--- src/crie_pkg.sv ---
// package: offsets, field layout, reset values and encodings of the receiver interrupt enable block
package crie_pkg;

   // ----------------------------------------------------------------
   // register byte addresses (aligned words)
   // ----------------------------------------------------------------
   localparam logic [7:0]  ADR_RX_IRQ_ENABLE = 8'h00;
   localparam logic [7:0]  ADR_RX_FLAGS      = 8'h04;
   localparam logic [7:0]  ADR_CTRL          = 8'h08;

   // ----------------------------------------------------------------
   // field positions
   // ----------------------------------------------------------------
   localparam int unsigned BIT_WAKE      = 7;
   localparam int unsigned BIT_CSC       = 6;
   localparam int unsigned RSENS_HI      = 5;
   localparam int unsigned RSENS_LO      = 4;
   localparam int unsigned TSENS_HI      = 3;
   localparam int unsigned TSENS_LO      = 2;
   localparam int unsigned BIT_OVR       = 1;
   localparam int unsigned BIT_RXF       = 0;
   localparam int unsigned CTRL_INIT_REQ = 0;
   localparam int unsigned CTRL_WAKE_FN  = 1;
   localparam int unsigned CTRL_INIT_ACK = 2;

   // ----------------------------------------------------------------
   // reset values and masks
   // ----------------------------------------------------------------
   localparam logic [7:0]  EN_RESET      = 8'h00;
   localparam logic [7:0]  EN_INIT_KEEP  = 8'h3C;
   localparam logic [7:0]  FLAG_RESET    = 8'h00;
   localparam logic [7:0]  FLAG_MASK     = 8'hC3;
   localparam logic [1:0]  CTRL_RESET    = 2'h0;

   // ----------------------------------------------------------------
   // error counter limits and state codes
   // ----------------------------------------------------------------
   localparam logic [8:0]  WARN_LIMIT    = 9'h060;
   localparam logic [8:0]  ERR_LIMIT     = 9'h07F;
   localparam logic [8:0]  BUSOFF_LIMIT  = 9'h0FF;
   localparam logic [1:0]  ST_OK         = 2'h0;
   localparam logic [1:0]  ST_WARN       = 2'h1;
   localparam logic [1:0]  ST_ERR        = 2'h2;
   localparam logic [1:0]  ST_BUSOFF     = 2'h3;
   localparam logic [1:0]  SENS_NONE     = 2'h0;
   localparam logic [1:0]  SENS_BUSOFF   = 2'h1;
   localparam logic [1:0]  SENS_ERR      = 2'h2;
   localparam logic [1:0]  SENS_ALL      = 2'h3;

   // ----------------------------------------------------------------
   // carriers
   // ----------------------------------------------------------------
   typedef struct packed {
      logic wake_activity;
      logic msg_stored;
      logic overrun;
   } crie_evt_t;

   typedef struct packed {
      logic wake;
      logic err;
      logic rx;
   } crie_irq_t;

endpackage

--- src/crie_sens_filter.sv ---
// sensitivity filter: decides whether a state change should raise the status-change flag
`timescale 1ns/100ps
module crie_sens_filter
   import crie_pkg::*;
(
   input  wire logic [1:0] sens_i,
   input  wire logic [1:0] old_state_i,
   input  wire logic [1:0] new_state_i,
   output logic            hit_o
);

   logic busoff_cross;
   logic err_cross;

   // ----------------------------------------------------------------
   // filter
   // ----------------------------------------------------------------
   always_comb
   begin
      busoff_cross = (old_state_i == ST_BUSOFF) != (new_state_i == ST_BUSOFF);
      // any move that touches err or bus-off counts, so a step from err into bus-off is not dropped
      err_cross    = (old_state_i != new_state_i) && ((old_state_i >= ST_ERR) || (new_state_i >= ST_ERR));
      unique case (sens_i)
         SENS_NONE:   hit_o = 1'b0;
         SENS_BUSOFF: hit_o = busoff_cross;
         SENS_ERR:    hit_o = err_cross;
         SENS_ALL:    hit_o = old_state_i != new_state_i;
      endcase
   end

endmodule // crie_sens_filter

--- src/crie_state_enc.sv ---
// error counter to receiver and transmitter error state encoder
`timescale 1ns/100ps
module crie_state_enc
   import crie_pkg::*;
(
   input  wire logic [7:0] receive_error_level_i,
   input  wire logic [8:0] transmit_error_level_i,
   output logic      [1:0] rx_state_o,
   output logic      [1:0] tx_state_o
);

   logic [8:0] rec_w;

   assign rec_w = {1'b0, receive_error_level_i};

   // ----------------------------------------------------------------
   // encoding
   // ----------------------------------------------------------------
   always_comb
   begin
      // bus-off of the transmitter overrides the receiver state
      if (transmit_error_level_i > BUSOFF_LIMIT)
         rx_state_o = ST_BUSOFF;
      else if (rec_w > ERR_LIMIT)
         rx_state_o = ST_ERR;
      else if (rec_w > WARN_LIMIT)
         rx_state_o = ST_WARN;
      else
         rx_state_o = ST_OK;
      if (transmit_error_level_i > BUSOFF_LIMIT)
         tx_state_o = ST_BUSOFF;
      else if (transmit_error_level_i > ERR_LIMIT)
         tx_state_o = ST_ERR;
      else if (transmit_error_level_i > WARN_LIMIT)
         tx_state_o = ST_WARN;
      else
         tx_state_o = ST_OK;
   end

endmodule // crie_state_enc

--- src/crie_top.sv ---
// receiver interrupt enable block with flags, error state tracking and wishbone slave
// Operation
// - during acknowledged init, enable register held at reset except sensitivity fields
// - enable writes accepted only with init neither requested nor acknowledged
// - sensitivity fields keep their programmed values through initialization mode
// - bit 7 gates the wake flag onto the wake interrupt request
// - bit 6 gates the status-change flag onto the error request
// - bits 5:4 choose which receiver state changes set the status-change flag
// - bits 3:2 choose which transmitter state changes set the status-change flag
// - state bits track real error state, updating only with no pending status change
// - bit 1 gates the overrun flag onto the error request
// - bit 0 gates the receive-full flag onto the receive request
// - state codes: 96, 127 counter limits, bus-off above 255 transmit errors
// - a pending status-change flag freezes the state bits until cleared
// - a stored matching message sets the receive-full flag
// - a data overrun sets the overrun flag
//
// The placing of the registers and the Wishbone slave port were chosen for this implementation.
`timescale 1ns/100ps
module crie_top
   import crie_pkg::*;
(
   input  wire logic        clk_i,
   input  wire logic        rst_i,
   input  wire logic        wb_cyc_i,
   input  wire logic        wb_stb_i,
   input  wire logic        wb_we_i,
   input  wire logic [7:0]  wb_adr_i,
   input  wire logic [3:0]  wb_sel_i,
   input  wire logic [31:0] wb_dat_i,
   output logic      [31:0] wb_dat_o,
   output logic             wb_ack_o,
   input  wire crie_evt_t   evt_i,
   input  wire logic        init_mode_acknowledge_i,
   input  wire logic [7:0]  receive_error_level_i,
   input  wire logic [8:0]  transmit_error_level_i,
   output logic             init_mode_request_o,
   output logic             wake_function_enable_o,
   output crie_irq_t        irq_req_o,
   output logic             irq_o
);

   // ----------------------------------------------------------------
   // state
   // ----------------------------------------------------------------
   logic [7:0]  en_ff;
   logic [7:0]  nxt_en;
   logic [7:0]  flag_ff;
   logic [7:0]  nxt_flag;
   logic [1:0]  rx_state_ff;
   logic [1:0]  nxt_rx_state;
   logic [1:0]  tx_state_ff;
   logic [1:0]  nxt_tx_state;
   logic [1:0]  ctrl_ff;
   logic [1:0]  nxt_ctrl;
   logic        ack_ff;
   logic        nxt_ack;
   logic [31:0] dat_ff;
   logic [31:0] nxt_dat;
   crie_irq_t   req_ff;
   crie_irq_t   nxt_req;
   logic        irq_ff;
   logic        nxt_irq;

   logic [1:0]  rx_actual;
   logic [1:0]  tx_actual;
   logic        rx_hit;
   logic        tx_hit;
   logic        access;
   logic        wr_go;
   logic        init_active;
   logic        init_any;
   logic [7:0]  wr_byte;
   logic [7:0]  flag_rd;
   logic [7:0]  set_vec;
   logic [7:0]  clr_vec;

   assign wr_byte     = wb_dat_i[7:0];
   assign access      = wb_cyc_i && wb_stb_i && !ack_ff;
   assign wr_go       = access && wb_we_i && wb_sel_i[0];
   assign init_active = ctrl_ff[CTRL_INIT_REQ] && init_mode_acknowledge_i;
   assign init_any    = ctrl_ff[CTRL_INIT_REQ] || init_mode_acknowledge_i;
   assign flag_rd     = {flag_ff[BIT_WAKE], flag_ff[BIT_CSC], rx_state_ff, tx_state_ff,
                         flag_ff[BIT_OVR], flag_ff[BIT_RXF]};

   // ----------------------------------------------------------------
   // error state and sensitivity
   // ----------------------------------------------------------------
   crie_state_enc u_state_enc (
      .receive_error_level_i  (receive_error_level_i),
      .transmit_error_level_i (transmit_error_level_i),
      .rx_state_o             (rx_actual),
      .tx_state_o             (tx_actual)
   );

   crie_sens_filter u_rx_filter (
      .sens_i      (en_ff[RSENS_HI:RSENS_LO]),
      .old_state_i (rx_state_ff),
      .new_state_i (rx_actual),
      .hit_o       (rx_hit)
   );

   crie_sens_filter u_tx_filter (
      .sens_i      (en_ff[TSENS_HI:TSENS_LO]),
      .old_state_i (tx_state_ff),
      .new_state_i (tx_actual),
      .hit_o       (tx_hit)
   );

   // ----------------------------------------------------------------
   // registers and flags
   // ----------------------------------------------------------------
   always_comb
   begin
      nxt_en = en_ff;
      if (wr_go && (wb_adr_i == ADR_RX_IRQ_ENABLE) && !init_any)
         nxt_en = wr_byte;
      // init forcing comes last so it beats a blocked write anyway
      if (init_active)
         nxt_en = (en_ff & EN_INIT_KEEP) | (EN_RESET & ~EN_INIT_KEEP);

      set_vec = 8'h00;
      // wake activity only counts with the wake function on
      set_vec[BIT_WAKE] = evt_i.wake_activity && ctrl_ff[CTRL_WAKE_FN];
      set_vec[BIT_CSC]  = !flag_ff[BIT_CSC] && (rx_hit || tx_hit);
      set_vec[BIT_OVR]  = evt_i.overrun;
      set_vec[BIT_RXF]  = evt_i.msg_stored;
      clr_vec = 8'h00;
      if (wr_go && (wb_adr_i == ADR_RX_FLAGS))
         clr_vec = wr_byte & FLAG_MASK;
      // set wins over a clear in the same cycle
      nxt_flag = ((flag_ff & ~clr_vec) | set_vec) & FLAG_MASK;

      // frozen while a status change is pending, so software reads the cause
      nxt_rx_state = flag_ff[BIT_CSC] ? rx_state_ff : rx_actual;
      nxt_tx_state = flag_ff[BIT_CSC] ? tx_state_ff : tx_actual;

      nxt_ctrl = ctrl_ff;
      if (wr_go && (wb_adr_i == ADR_CTRL))
         nxt_ctrl = wr_byte[1:0];
   end

   always_ff @(posedge clk_i)
   begin
      if (rst_i)
      begin
         en_ff       <= EN_RESET;
         flag_ff     <= FLAG_RESET;
         rx_state_ff <= ST_OK;
         tx_state_ff <= ST_OK;
         ctrl_ff     <= CTRL_RESET;
      end
      else
      begin
         en_ff       <= nxt_en;
         flag_ff     <= nxt_flag;
         rx_state_ff <= nxt_rx_state;
         tx_state_ff <= nxt_tx_state;
         ctrl_ff     <= nxt_ctrl;
      end
   end

   // ----------------------------------------------------------------
   // interrupt requests
   // ----------------------------------------------------------------
   always_comb
   begin
      nxt_req.wake = flag_ff[BIT_WAKE] && en_ff[BIT_WAKE];
      nxt_req.err  = (flag_ff[BIT_CSC] && en_ff[BIT_CSC])
                     || (flag_ff[BIT_OVR] && en_ff[BIT_OVR]);
      nxt_req.rx   = flag_ff[BIT_RXF] && en_ff[BIT_RXF];
      nxt_irq      = |(flag_ff & en_ff & FLAG_MASK);
   end

   always_ff @(posedge clk_i)
   begin
      if (rst_i)
      begin
         req_ff <= '0;
         irq_ff <= 1'b0;
      end
      else
      begin
         req_ff <= nxt_req;
         irq_ff <= nxt_irq;
      end
   end

   // ----------------------------------------------------------------
   // wishbone slave
   // ----------------------------------------------------------------
   always_comb
   begin
      nxt_ack = access;
      nxt_dat = 32'h0000_0000;
      // unmapped addresses still ack, reading zero, so a stray access never hangs the bus
      if (access && !wb_we_i)
      begin
         unique case (wb_adr_i)
            ADR_RX_IRQ_ENABLE: nxt_dat = {24'h00_0000, en_ff};
            ADR_RX_FLAGS:      nxt_dat = {24'h00_0000, flag_rd};
            ADR_CTRL:          nxt_dat = {29'h0000_0000, init_mode_acknowledge_i, ctrl_ff};
            default:           nxt_dat = 32'h0000_0000;
         endcase
      end
   end

   always_ff @(posedge clk_i)
   begin
      if (rst_i)
      begin
         ack_ff <= 1'b0;
         dat_ff <= 32'h0000_0000;
      end
      else
      begin
         ack_ff <= nxt_ack;
         dat_ff <= nxt_dat;
      end
   end

   assign wb_ack_o               = ack_ff;
   assign wb_dat_o               = dat_ff;
   assign init_mode_request_o    = ctrl_ff[CTRL_INIT_REQ];
   assign wake_function_enable_o = ctrl_ff[CTRL_WAKE_FN];
   assign irq_req_o              = req_ff;
   assign irq_o                  = irq_ff;
endmodule // crie_top
--- config.mk ---
export PLATFORM = sky130hd
export DESIGN_NAME = crie_top
export DESIGN_NICKNAME = d
export VERILOG_FILES = /design/src/crie_pkg.sv /design/src/crie_sens_filter.sv /design/src/crie_state_enc.sv /design/src/crie_top.sv
export SDC_FILE = /design/constraint.sdc
export NUM_CORES = 1
export LEC_CHECK = 0
export BUFFER_PORTS_ARGS = -buffer_cell sky130_fd_sc_hd__buf_2
export CAP_MARGIN = 20
export CELL_PAD_IN_SITES_DETAIL_PLACEMENT = 0
export CELL_PAD_IN_SITES_GLOBAL_PLACEMENT = 1
export CORE_ASPECT_RATIO = 0.7
export CORE_MARGIN = 2
export CORE_UTILIZATION = 28
export DETAILED_ROUTE_END_ITERATION = 7
export PLACE_DENSITY_LB_ADDON = 0.25
export SKIP_LAST_GASP = 1
export SLEW_MARGIN = 20
export SYNTH_ARGS = -nofsm -noshare
export SYNTH_HDL_FRONTEND = slang
export SYNTH_SLANG_ARGS = --single-unit
--- constraint.sdc ---
create_clock -name clk_i -period 2.3 [get_ports clk_i]
set_input_delay 0.23 -clock clk_i [delete_from_list [all_inputs] [get_ports clk_i]]
set_output_delay 0.23 -clock clk_i [all_outputs]
set_load 0.05 [all_outputs]
# Word-level counts from Yosys, hierarchy flattened
# Index checks and enable logic that the tools add are counted.
# totals
regBits	59
output_inout_bits	39
# op_classes
n_lt_le_gt_ge	9
n_eq_ne	16
n_mux	10
bitwise	6
n_reduce_logical	34
# ops
op	n
8-bit case mux with 3 select lines	1
9-bit by 7-bit > comparator with 1-bit output (second input constant)	2
1-bit logical AND	18
8-bit bitwise AND	2
2-bit equality test (second input constant)	8
8-bit by 7-bit > comparator with 1-bit output (second input constant)	2
9-bit by 8-bit > comparator with 1-bit output (second input constant)	1
8-bit by 3-bit equality test with 1-bit output (second input constant)	1
8-bit by 4-bit equality test with 1-bit output (second input constant)	1
2-bit greater-or-equal comparator (second input constant)	4
8-bit logical NOT	1
2-bit two-way mux	4
8-bit two-way mux	1
8-bit NOT	1
8-bit OR	1
1-bit case mux with 4 select lines	2
1-bit logical OR	5
2-bit by 1-bit equality test with 1-bit output (second input constant)	2
1-bit logical NOT	4
2-bit logical NOT	2
2-bit != test	2
2-bit OR reduction	2
4-bit OR reduction	1
1-bit two-way mux	2
3 further kinds	5

# Depth between registers and ports, before layout
# Gate-level depths: netlist (run 1).
# depth
depth_word	11
mapped_depth	6
ltp_nobuf	5

# By module
# From an unflattened synthesis (run 1), not the netlist that was laid out.
# unflattened
cells_unflattened	178
hier_area_um2	1619.1
# modules_own_cells
mod	n_inst	cells_each	area_each_um2	seq_area_each_um2
crie_top	1	155	1460.2	620.6
crie_sens_filter	2	7	46.3	0.0
crie_state_enc	1	9	66.3	0.0

# Least setup slack after synthesis (run 1)
# Ideal clock, no wire load.
# synth_timing
path_type	input-to-reg
start	in wb_adr_i[1]
end	reg en_ff[0]
setup_ns	0.115
arrival_ns	1.690
path_slack_ns	0.495
path_stages	6
path_buffers	1
cell_sequence	or4_4 nor4_4 and3b_1 buf_6 mux2i_1 nor2_1
# synth_between
elab_chain_len	3
# synth_lines
item	line	rtl
start, declared	crie_top.sv:28	input wire logic [7:0] wb_adr_i,
8-bit logical NOT	crie_top.sv:116	if (wr_go && (wb_adr_i == ADR_RX_IRQ_ENABLE) && !init_any)
1-bit logical AND (2 in series)	crie_top.sv:116	
end signal, assigned	crie_top.sv:155	en_ff <= nxt_en;
end, declared	crie_top.sv:46	logic [7:0] en_ff;
# No other way between the ends.
# A chain may end at the register's enable or synchronous reset.

# Final worst setup path (run 1)
# layout_timing
start	in wb_adr_i[1]
end	reg en_ff[3]
# layout_between
elab_chain_len	4
# layout_lines
item	line
8-bit logical NOT	crie_top.sv:116
1-bit logical AND (2 in series)	crie_top.sv:116
2-bit AND reduction (no source line)	n/a
# No other way between the ends.

==> impl_metrics.env, run 1 <==
export IMPL_fp_row_count=22
export IMPL_end_kind="flop"
export IMPL_wl_um=3700
export IMPL_ys_ff_latch=31
export IMPL_seqPwrFrac=0.472
export IMPL_p_switching_uw=345
export IMPL_synthCells=182
export IMPL_rsz0062_at_grt="no"
export IMPL_start_util=0.296
export IMPL_ios=109
export IMPL_period_share=0.723
export IMPL_setup_violations=0
export IMPL_setup_tns_ns=0
export IMPL_dieArea_sq_um=6280
export IMPL_yosysSeqAreaShare=0.392
export IMPL_post_cts_buffers=0
export IMPL_pwr_share_clk=0.371
export IMPL_ant_nets=0
export IMPL_ff2ff_setup_slack_ns=0.74
export IMPL_switching_share=0.294
export IMPL_min_period_ns=1.66
export IMPL_p_leak_uw=0.000892
export IMPL_avgRoutedWirePerCell_um=11.9
export IMPL_die_h_um=66.9
export IMPL_tightestPinTransition_ns=0.525
export IMPL_p_per_area_nw_per_um2=615
export IMPL_cts_resized=0
export IMPL_synth_most_common_cell="nor2_1"
export IMPL_clkSinkCount=31
export IMPL_synth_top_area_share=0.392
export IMPL_synth_common_cells="nor2_1 (36), dfxtp_1 (31), buf_4 (24), mux2i_1 (18)"
export IMPL_async_flop_share=0
export IMPL_hold_violations=0
export IMPL_criticalPathCategory="in -> reg"
export IMPL_synth_top_area_cell="dfxtp_1"
export IMPL_initialDrtViolationCount=46
export IMPL_cp_slowest_cell="or4_4"
export IMPL_synth_area_sq_um=1580
export IMPL_grt_util_all_layers=0.125
export IMPL_skew_ns=0.0103
export IMPL_path_max_fanout=8
export IMPL_core_area_sq_um=5340
export IMPL_drive_gt1_frac=0.289
export IMPL_synth_edff_count=0
export IMPL_netlist_top_cells_area="dfxtp_1 (39%), mux2i_1 (11%), buf_4 (11%), nor2_1 (8.5%), a21oi_1 (3.5%)"
export IMPL_postLayoutCoreUtil=0.357
export IMPL_drv_cap=0
export IMPL_startpoint_type="primary input"
export IMPL_drtPass1Iterations=4
export IMPL_crit_arrival_ns=1.81
export IMPL_status="completed"
export IMPL_cts_tree="done"
export IMPL_grt_pass1_wl_um=5930
export IMPL_place_congestion=0.724
export IMPL_area_growth_pct=20.5
export IMPL_slew_headroom=0.649
export IMPL_fin_hold_ws_ns=0.160
export IMPL_clk_pin_slew_ns=0.07
export IMPL_grt_pass1_vias=1202
export IMPL_dr_total_vias=1291
export IMPL_avgSynthCellArea_sq_um=8.69
export IMPL_cts_htree_levels=2
export IMPL_diodes=0
export IMPL_crit_family="simple AND/OR/NAND/NOR gates"
export IMPL_crit_required_ns=2.45
export IMPL_die_w_um=93.8
export IMPL_dp_hpwl_um=2780
export IMPL_path_buf_inv=2
export IMPL_hp_class="in -> reg"
export IMPL_ir_drop_v=0.000350
export IMPL_cts_buffer_depth=2
export IMPL_synth_ff_type="dfxtp_1"
export IMPL_p_comb_frac=0.157
export IMPL_route_detailed_drc=0
export IMPL_power_total_uw=1170
export IMPL_max_stage_delay_ns=0.54
export IMPL_yosysWarnings=0
export IMPL_layout_nets=309
export IMPL_worstSkewPairLatency_ns=0.28
export IMPL_ctsHoldBuffers=0
export IMPL_grt_start_max_net_pins=23
export IMPL_synth_cell_types=33
export IMPL_crit_path_cell_trace="buf_2 > or4_4 > nor4_4 > and3b_1 > buf_4 > mux2i_1 > nor2_1"
export IMPL_overflow=0
export IMPL_dp_cells=304
export IMPL_drv_slew=0
export IMPL_intPower_uw=828
export IMPL_instances_no_fill=311
export IMPL_avgViaCountPerCell=4.15
export IMPL_root_buffer="clkbuf_8"
export IMPL_antenna_found_initial=0
export IMPL_portBuffers=57
export IMPL_max_freq_mhz=601
export IMPL_numCtsBuffers=5
## power groups by stage
| stage | clock network, uW | logic (uW) | registers (uW) |
|---|---|---|---|
| 2_1_floorplan | 0 | 170 | 566 |
| 3_3_place_gp | 0 | 184 | 566 |
| 3_5_place_dp | 0 | 184 | 566 |
| 4_1_cts | 442 | 184 | 554 |
| 5_1_grt | 475 | 198 | 554 |
| 6_report | 435 | 184 | 553 |
## layout by cell type (no fill, tap or decap), drive strengths merged, types with 3 or more instances in the layout
cell    instances
nor3            5
clkbuf          6
mux2i          18
nand2          11
nor2           36
nand3b          3
nand3           5
and3b           3
buf            59
o21ai           3
a21oi          11
dfxtp          31
conb           24
## routing by layer
metal / part of all wire / track usage / wire [um]
met5: 0 / 0 / 0
met4: 0.0097 / 0.0435 / 36
met3: 0.070 / 0.0464 / 260
met2: 0.40 / 0.168 / 1490
met1: 0.52 / 0.180 / 1920
## worst min-delay path, cell delays in order
cell and delay (ns):
buf_2 0.08, a21oi_1 0.03, nor2_1 0.07
## worst paths after layout
check / startpoint / to / cells past startpoint
min: evt_i[1] / flag_ff[0]$_SDFF_PP0_ / 3
max: wb_adr_i[1] / en_ff[3]$_SDFFE_PP0P_ / 7
max reg2reg: wb_ack_o$_SDFF_PP0_ / en_ff[3]$_SDFFE_PP0P_ / 6
min reg2reg: en_ff[7]$_SDFFE_PP0P_ / irq_req_o[2]$_SDFF_PP0_ / 2
## registers in the layout, indices dropped and copies added (netlist names)
register	flops
flag_ff	4
irq_req_o	3
tx_state_ff	2
irq_o	1
wb_dat_o	8
wb_ack_o	1
rx_state_ff	2
en_ff	8
ctrl_ff	2
## layout make-up
type                    instances  area, sq um
multi-input cells             142          807
fillers                       626         3430
clock inverters                 1         5.00
flip-flops and latches         31          621
repair buffers                 59          300
clock buffers                   6         82.6
well taps                      72         90.1
## per-stage QoR
| step | setup slack, ns | area (sq um) |
|---|---|---|
| CTS | 0.648 | 1910 |
| floorplan | 0.495 | 1670 |
| global placement | 0.380 | 1820 |
| detailed placement | 0.369 | 1820 |
| finish | 0.636 | 1910 |
| global route | 0.550 | 1910 |
## cell families (layout without fill, tap and decap cells)
| logic type | count (synthesis) | after routing | share of synthesized area |
|---|---|---|---|
| AND/OR/NAND/NOR | 73 | 73 | 0.228 |
| buffers and inverters | 32 | 66 | 0.152 |
| flip-flops | 31 | 31 | 0.392 |
| XOR/XNOR | 4 | 4 | 0.0222 |
| AO/OA/AOI/OAI | 23 | 23 | 0.0894 |
| multiplexers | 18 | 18 | 0.114 |
| other | 1 | 24 | 0.00237 |
(Power assumes the default switching activity.)
==> run 2: changes to the inputs <==
--- a/config.mk
+++ b/config.mk
@@ -11,7 +11,7 @@
 export CELL_PAD_IN_SITES_GLOBAL_PLACEMENT = 1
 export CORE_ASPECT_RATIO = 0.7
 export CORE_MARGIN = 2
-export CORE_UTILIZATION = 28
+export CORE_UTILIZATION = 25
 export DETAILED_ROUTE_END_ITERATION = 7
 export PLACE_DENSITY_LB_ADDON = 0.25
 export SKIP_LAST_GASP = 1
==> constraint.sdc (replaced) <==
create_clock -name clk_i -period 1.4 [get_ports clk_i]
set_input_delay 0.14 -clock clk_i [delete_from_list [all_inputs] [get_ports clk_i]]
set_output_delay 0.14 -clock clk_i [all_outputs]
set_load 0.05 [all_outputs]
==> run 2 against run 1 <==
Compared with the run above:
- via count up 8.1%
- register-to-register slack worse by 0.80 ns
- non-clock buffer count up 14
- the flow now finishes with violations (negative setup slack)
- largest cell class unchanged
- sequential share of layout area fell by 3.3 points
- combinational power up 84%
- hold slack got worse by 0.096 ns
- clock skew is 0.0023 ns lower
- die area increased by 11%
==> impl_metrics.env, run 2 (synthesized netlist as in run 1, its figures left out) <==
export IMPL_status="finished, violations left"
export IMPL_violations="negative setup slack"
export IMPL_grt_start_max_net_pins=22
export IMPL_reg2reg_depth=6
export IMPL_setup_violations=18
export IMPL_grt_pass1_wl_um=6270
export IMPL_crit_path_cell_trace="buf_6 > or4_4 > nor4_4 > and3b_2 > buf_12 > mux2i_1 > nor2_1"
export IMPL_path_max_fanout=8
export IMPL_wl_um=4040
export IMPL_p_comb_frac=0.167
export IMPL_start_util=0.256
export IMPL_initialDrtViolationCount=42
export IMPL_fp_row_count=24
export IMPL_final_cell_mix="buf_2 (56), nor2_1 (30), dfxtp_1 (30), conb_1 (24), mux2i_1 (18)"
export IMPL_criticalPathCategory="in -> reg"
export IMPL_clkSinkCount=31
export IMPL_reg2reg_to="en_ff[6]$_SDFFE_PP0P_"
export IMPL_setup_slack_ns=-0.0890
export IMPL_antenna_found_initial=0
export IMPL_crit_arrival_ns=1.67
export IMPL_skew_ns=0.00797
export IMPL_p_switching_uw=592
export IMPL_ios=109
export IMPL_max_stage_delay_ns=0.57
export IMPL_end_kind="flop"
export IMPL_dieArea_sq_um=6990
export IMPL_intPower_uw=1440
export IMPL_worstSkewPairLatency_ns=0.29
export IMPL_die_h_um=70.5
export IMPL_max_freq_mhz=672
export IMPL_cts_buffer_depth=2
export IMPL_portBuffers=57
export IMPL_crit_family="simple AND/OR/NAND/NOR gates"
export IMPL_drtPass1Iterations=4
export IMPL_diodes=0
export IMPL_startpoint="wb_adr_i[4]"
export IMPL_min_period_ns=1.49
export IMPL_r2r_start="wb_ack_o$_SDFF_PP0_"
export IMPL_drive_gt1_frac=0.394
export IMPL_place_congestion=0.717
export IMPL_layout_commonest_cell="buf_2"
export IMPL_p_per_area_nw_per_um2=954
export IMPL_cp_slowest_cell="or4_4"
export IMPL_dp_hpwl_um=3100
export IMPL_hold_violations=0
export IMPL_avgRoutedWirePerCell_um=12.2
export IMPL_root_buffer="clkbuf_8"
export IMPL_ff2ff_setup_slack_ns=-0.06
export IMPL_rsz0062_at_grt="yes"
export IMPL_cp_num_cells=7
export IMPL_fin_hold_ws_ns=0.0637
export IMPL_finalInstanceArea_sq_um=2130
export IMPL_die_w_um=99.1
export IMPL_area_growth_pct=34.8
export IMPL_placed_area_sq_um=1920
export IMPL_layout_nets=323
export IMPL_crit_end="en_ff[6]$_SDFFE_PP0P_"
export IMPL_dr_total_vias=1396
export IMPL_seqPwrFrac=0.446
export IMPL_route_detailed_drc=0
export IMPL_hp_class="in -> reg"
export IMPL_ctsHoldBuffers=0
export IMPL_avgViaCountPerCell=4.20
export IMPL_grt_util_all_layers=0.116
export IMPL_place_ws_ns=-0.323
export IMPL_ant_nets=0
export IMPL_grt_pass1_vias=1297
export IMPL_crit_required_ns=1.58
export IMPL_p_leak_uw=0.000992
export IMPL_ir_drop_v=0.000283
export IMPL_overflow=0
export IMPL_period_share=1.06
export IMPL_path_buf_inv=2
export IMPL_pwr_share_clk=0.387
export IMPL_startpoint_type="primary input"
export IMPL_switching_share=0.291
export IMPL_numCtsBuffers=5
export IMPL_drv_cap=0
export IMPL_core_area_sq_um=6190
export IMPL_clk_pin_slew_ns=0.07
export IMPL_cts_htree_levels=2
export IMPL_cts_tree="done"
export IMPL_drv_slew=0
export IMPL_setup_tns_ns=-0.801
run 2: how the worst min path moves through the flow:
stage | from | end | cells past startpoint
floorplan | rst_i | wb_ack_o$_SDFF_PP0_ | 1
global placement | rst_i | wb_ack_o$_SDFF_PP0_ | 2
detailed placement | rst_i | wb_ack_o$_SDFF_PP0_ | 2
CTS | rst_i | wb_ack_o$_SDFF_PP0_ | 2
global route | rst_i | wb_ack_o$_SDFF_PP0_ | 2
finish | evt_i[1] | flag_ff[0]$_SDFF_PP0_ | 3
run 2: per-layer routing:
| layer | global-route usage | vias up | part of all wire |
|---|---|---|---|
| met4 | 0.0502 | 0 | 0.018 |
| met3 | 0.0336 | 8 | 0.072 |
| li1 | - | 711 | - |
| met2 | 0.161 | 59 | 0.41 |
| met5 | 0 | - | 0 |
| met1 | 0.168 | 618 | 0.50 |
run 2: power groups by stage:
stage	clock, uW	combinational [uW]	sequential (uW)
final	787	339	908
after global routing	852	362	910
after CTS	809	326	906
after detailed placement	0	323	926
after global placement	0	322	927
after floorplan	0	280	928
run 2: per-stage QoR:
stage,std cells,utilization,power [uW]
CTS,329,0.328,2040
global route,332,0.345,2120
global placement,320,0.310,1250
floorplan,205,-,1210
detailed placement,320,0.310,1250
finish,332,0.345,2030
run 2: layout make-up:
class                   instances  area, sq um
fillers                       668         4050
multi-input cells             142          882
well taps                      78         97.6
clock buffers                   8          100
repair buffers                 73          428
flip-flops and latches         31          624
run 2: what timing repair did:
item,CTS,global route
buffers inserted,1,3
resized for setup,2,20
cloned,0,0
pin swaps,3,14
endpoints found under the setup margin,18,22
run 2: worst reg2reg max path: cells and delay by family (launching register included):
kind	cells	cell delay (ns)
DFF	1	0.33
buffers and inverters	1	0.14
and+or+nand+nor	4	0.70
muxes	1	0.20
==> run 3: changes to the inputs <==
--- a/config.mk
+++ b/config.mk
@@ -5,6 +5,7 @@
 export SDC_FILE = /design/constraint.sdc
 export NUM_CORES = 1
 export LEC_CHECK = 0
+export ABC_AREA = 0
 export BUFFER_PORTS_ARGS = -buffer_cell sky130_fd_sc_hd__buf_2
 export CAP_MARGIN = 20
 export CELL_PAD_IN_SITES_DETAIL_PLACEMENT = 0
@@ -14,6 +15,7 @@
 export CORE_UTILIZATION = 25
 export DETAILED_ROUTE_END_ITERATION = 7
 export PLACE_DENSITY_LB_ADDON = 0.25
+export REMOVE_ABC_BUFFERS = 1
 export SKIP_LAST_GASP = 1
 export SLEW_MARGIN = 20
 export SYNTH_ARGS = -nofsm -noshare
==> constraint.sdc (replaced) <==
create_clock -name clk_i -period 1.4 [get_ports clk_i]
set_input_delay 0.14 -clock clk_i [delete_from_list [all_inputs] [get_ports clk_i]]
set_output_delay 0.14 -clock clk_i [all_outputs]
set_load 0.01 [all_outputs]
==> run 3 against run 2 <==
Compared with the run above:
- the flow still finishes with violations (negative setup slack)
- setup slack better by 0.023 ns
- via count decreased by 3.4%
- non-clock buffer count shrank 3
- largest cell class unchanged
- largest power group is now clock
- highest routed layer unchanged
==> impl_metrics.env, run 3 (synthesized netlist as in run 1, its figures left out) <==
export IMPL_drive_gt1_frac=0.339
export IMPL_crit_end="en_ff[0]$_SDFFE_PP0P_"
export IMPL_clkSinkCount=31
export IMPL_final_cell_mix="buf_2 (56), nor2_1 (36), dfxtp_1 (31), conb_1 (24), mux2i_1 (18)"
export IMPL_core_area_sq_um=6190
export IMPL_end_kind="flop"
export IMPL_cts_buffer_depth=2
export IMPL_reg2reg_to="en_ff[0]$_SDFFE_PP0P_"
export IMPL_crit_required_ns=1.57
export IMPL_rsz0062_at_grt="yes"
export IMPL_p_leak_uw=0.000966
export IMPL_dr_total_vias=1348
export IMPL_avgViaCountPerCell=4.10
export IMPL_cts_tree="done"
export IMPL_grt_pass1_wl_um=6200
export IMPL_fill_cells=668
export IMPL_route_detailed_drc=0
export IMPL_setup_tns_ns=-0.440
export IMPL_dp_hpwl_um=2990
export IMPL_max_freq_mhz=682
export IMPL_multi_input_area_sq_um=821
export IMPL_p_comb_frac=0.103
export IMPL_ir_drop_v=0.000365
export IMPL_reg2reg_depth=6
export IMPL_hold_violations=0
export IMPL_hp_class="in -> reg"
export IMPL_startpoint_type="primary input"
export IMPL_p_switching_uw=461
export IMPL_wl_um=3800
export IMPL_post_cts_buffers=0
export IMPL_min_from="rst_i"
export IMPL_ios=109
export IMPL_drtPass1Iterations=4
export IMPL_numCtsBuffers=5
export IMPL_intPower_uw=1560
export IMPL_layout_nets=320
export IMPL_ff2ff_setup_slack_ns=-0.01
export IMPL_setup_violations=10
export IMPL_start_util=0.256
export IMPL_setup_slack_ns=-0.0659
export IMPL_drv_cap=0
export IMPL_portBuffers=57
export IMPL_grt_pass1_vias=1329
export IMPL_grt_util_all_layers=0.112
export IMPL_violations="negative setup slack"
export IMPL_place_ws_ns=-0.412
export IMPL_place_congestion=0.728
export IMPL_p_per_area_nw_per_um2=986
export IMPL_seqPwrFrac=0.448
export IMPL_pwr_share_clk=0.449
export IMPL_seq_area_sq_um=621
export IMPL_startpoint="wb_adr_i[4]"
export IMPL_diodes=0
export IMPL_worstSkewPairLatency_ns=0.28
export IMPL_die_w_um=99.1
export IMPL_area_growth_pct=29.8
export IMPL_grt_start_max_net_pins=22
export IMPL_path_max_fanout=4
export IMPL_period_share=1.05
export IMPL_layout_commonest_cell="buf_2"
export IMPL_die_h_um=70.5
export IMPL_dieArea_sq_um=6990
export IMPL_root_buffer="clkbuf_8"
export IMPL_switching_share=0.228
export IMPL_clk_pin_slew_ns=0.06
export IMPL_skew_ns=0.00528
export IMPL_postLayoutCoreUtil=0.332
export IMPL_cts_htree_levels=2
export IMPL_criticalPathCategory="in -> reg"
export IMPL_ant_nets=0
export IMPL_overflow=0
export IMPL_crit_arrival_ns=1.63
export IMPL_avgRoutedWirePerCell_um=11.6
export IMPL_power_total_uw=2020
export IMPL_initialDrtViolationCount=36
export IMPL_fp_row_count=24
export IMPL_r2r_start="wb_ack_o$_SDFF_PP0_"
export IMPL_drv_slew=0
export IMPL_status="finished, violations left"
export IMPL_min_period_ns=1.47
export IMPL_antenna_found_initial=0
[run 3: worst min-delay path by stage]
stage                                  endpoint  slack [ns]  cells past startpoint
after floorplan           flag_ff[7]$_SDFF_PP0_        0.21                      1
after global placement    flag_ff[1]$_SDFF_PP0_        0.35                      3
after detailed placement  flag_ff[1]$_SDFF_PP0_        0.36                      3
after CTS                   wb_ack_o$_SDFF_PP0_        0.06                      2
after global routing        wb_ack_o$_SDFF_PP0_        0.08                      2
final                       wb_ack_o$_SDFF_PP0_        0.06                      2
[run 3: critical path, cell delays in order]
cell and delay [ns]:
buf_6 0.09, or4_4 0.55, nor4_4 0.24, and3b_2 0.25
buf_6 0.13, mux2i_1 0.17, nor2_1 0.06
[run 3: power by group through the flow]
stage               clock network [uW]  logic [uW]  registers (uW)
global route                       967         232             909
global placement                     0         206             927
floorplan                            0        90.7             925
finish                             909         208             908
detailed placement                   0         204             927
CTS                                940         207             907
[run 3: repair_timing]
item,4_1_cts,5_1_grt
gates resized for setup,2,5
hold buffers,0,0
endpoints found under the setup margin,18,22
pin swaps,2,6
[run 3: routing by layer]
metal	track usage	wire length (um)	up-vias	share of wire
li1	-	-	706	-
met1	0.162	2010	607	0.53
met2	0.158	1580	30	0.41
met3	0.0316	170	5	0.045
met4	0.0457	50	0	0.013
met5	0	0	-	0
[run 3: final cells by class]
type,count,share of cell area
tap,78,0.0475
timing repair buffer,70,0.193
clock buffer,6,0.0402
clock inverter,2,0.0171
sequential,31,0.302
multi-input combinational,142,0.400
[run 3: through the flow]
step	cell area (sq um)	std cells	hold WS, ns
final	2050	329	0.0627
after global routing	2050	329	0.0751
after CTS	2030	329	0.0609
after detailed placement	1910	321	0.358
after global placement	1910	321	0.350
after floorplan	1430	173	0.209
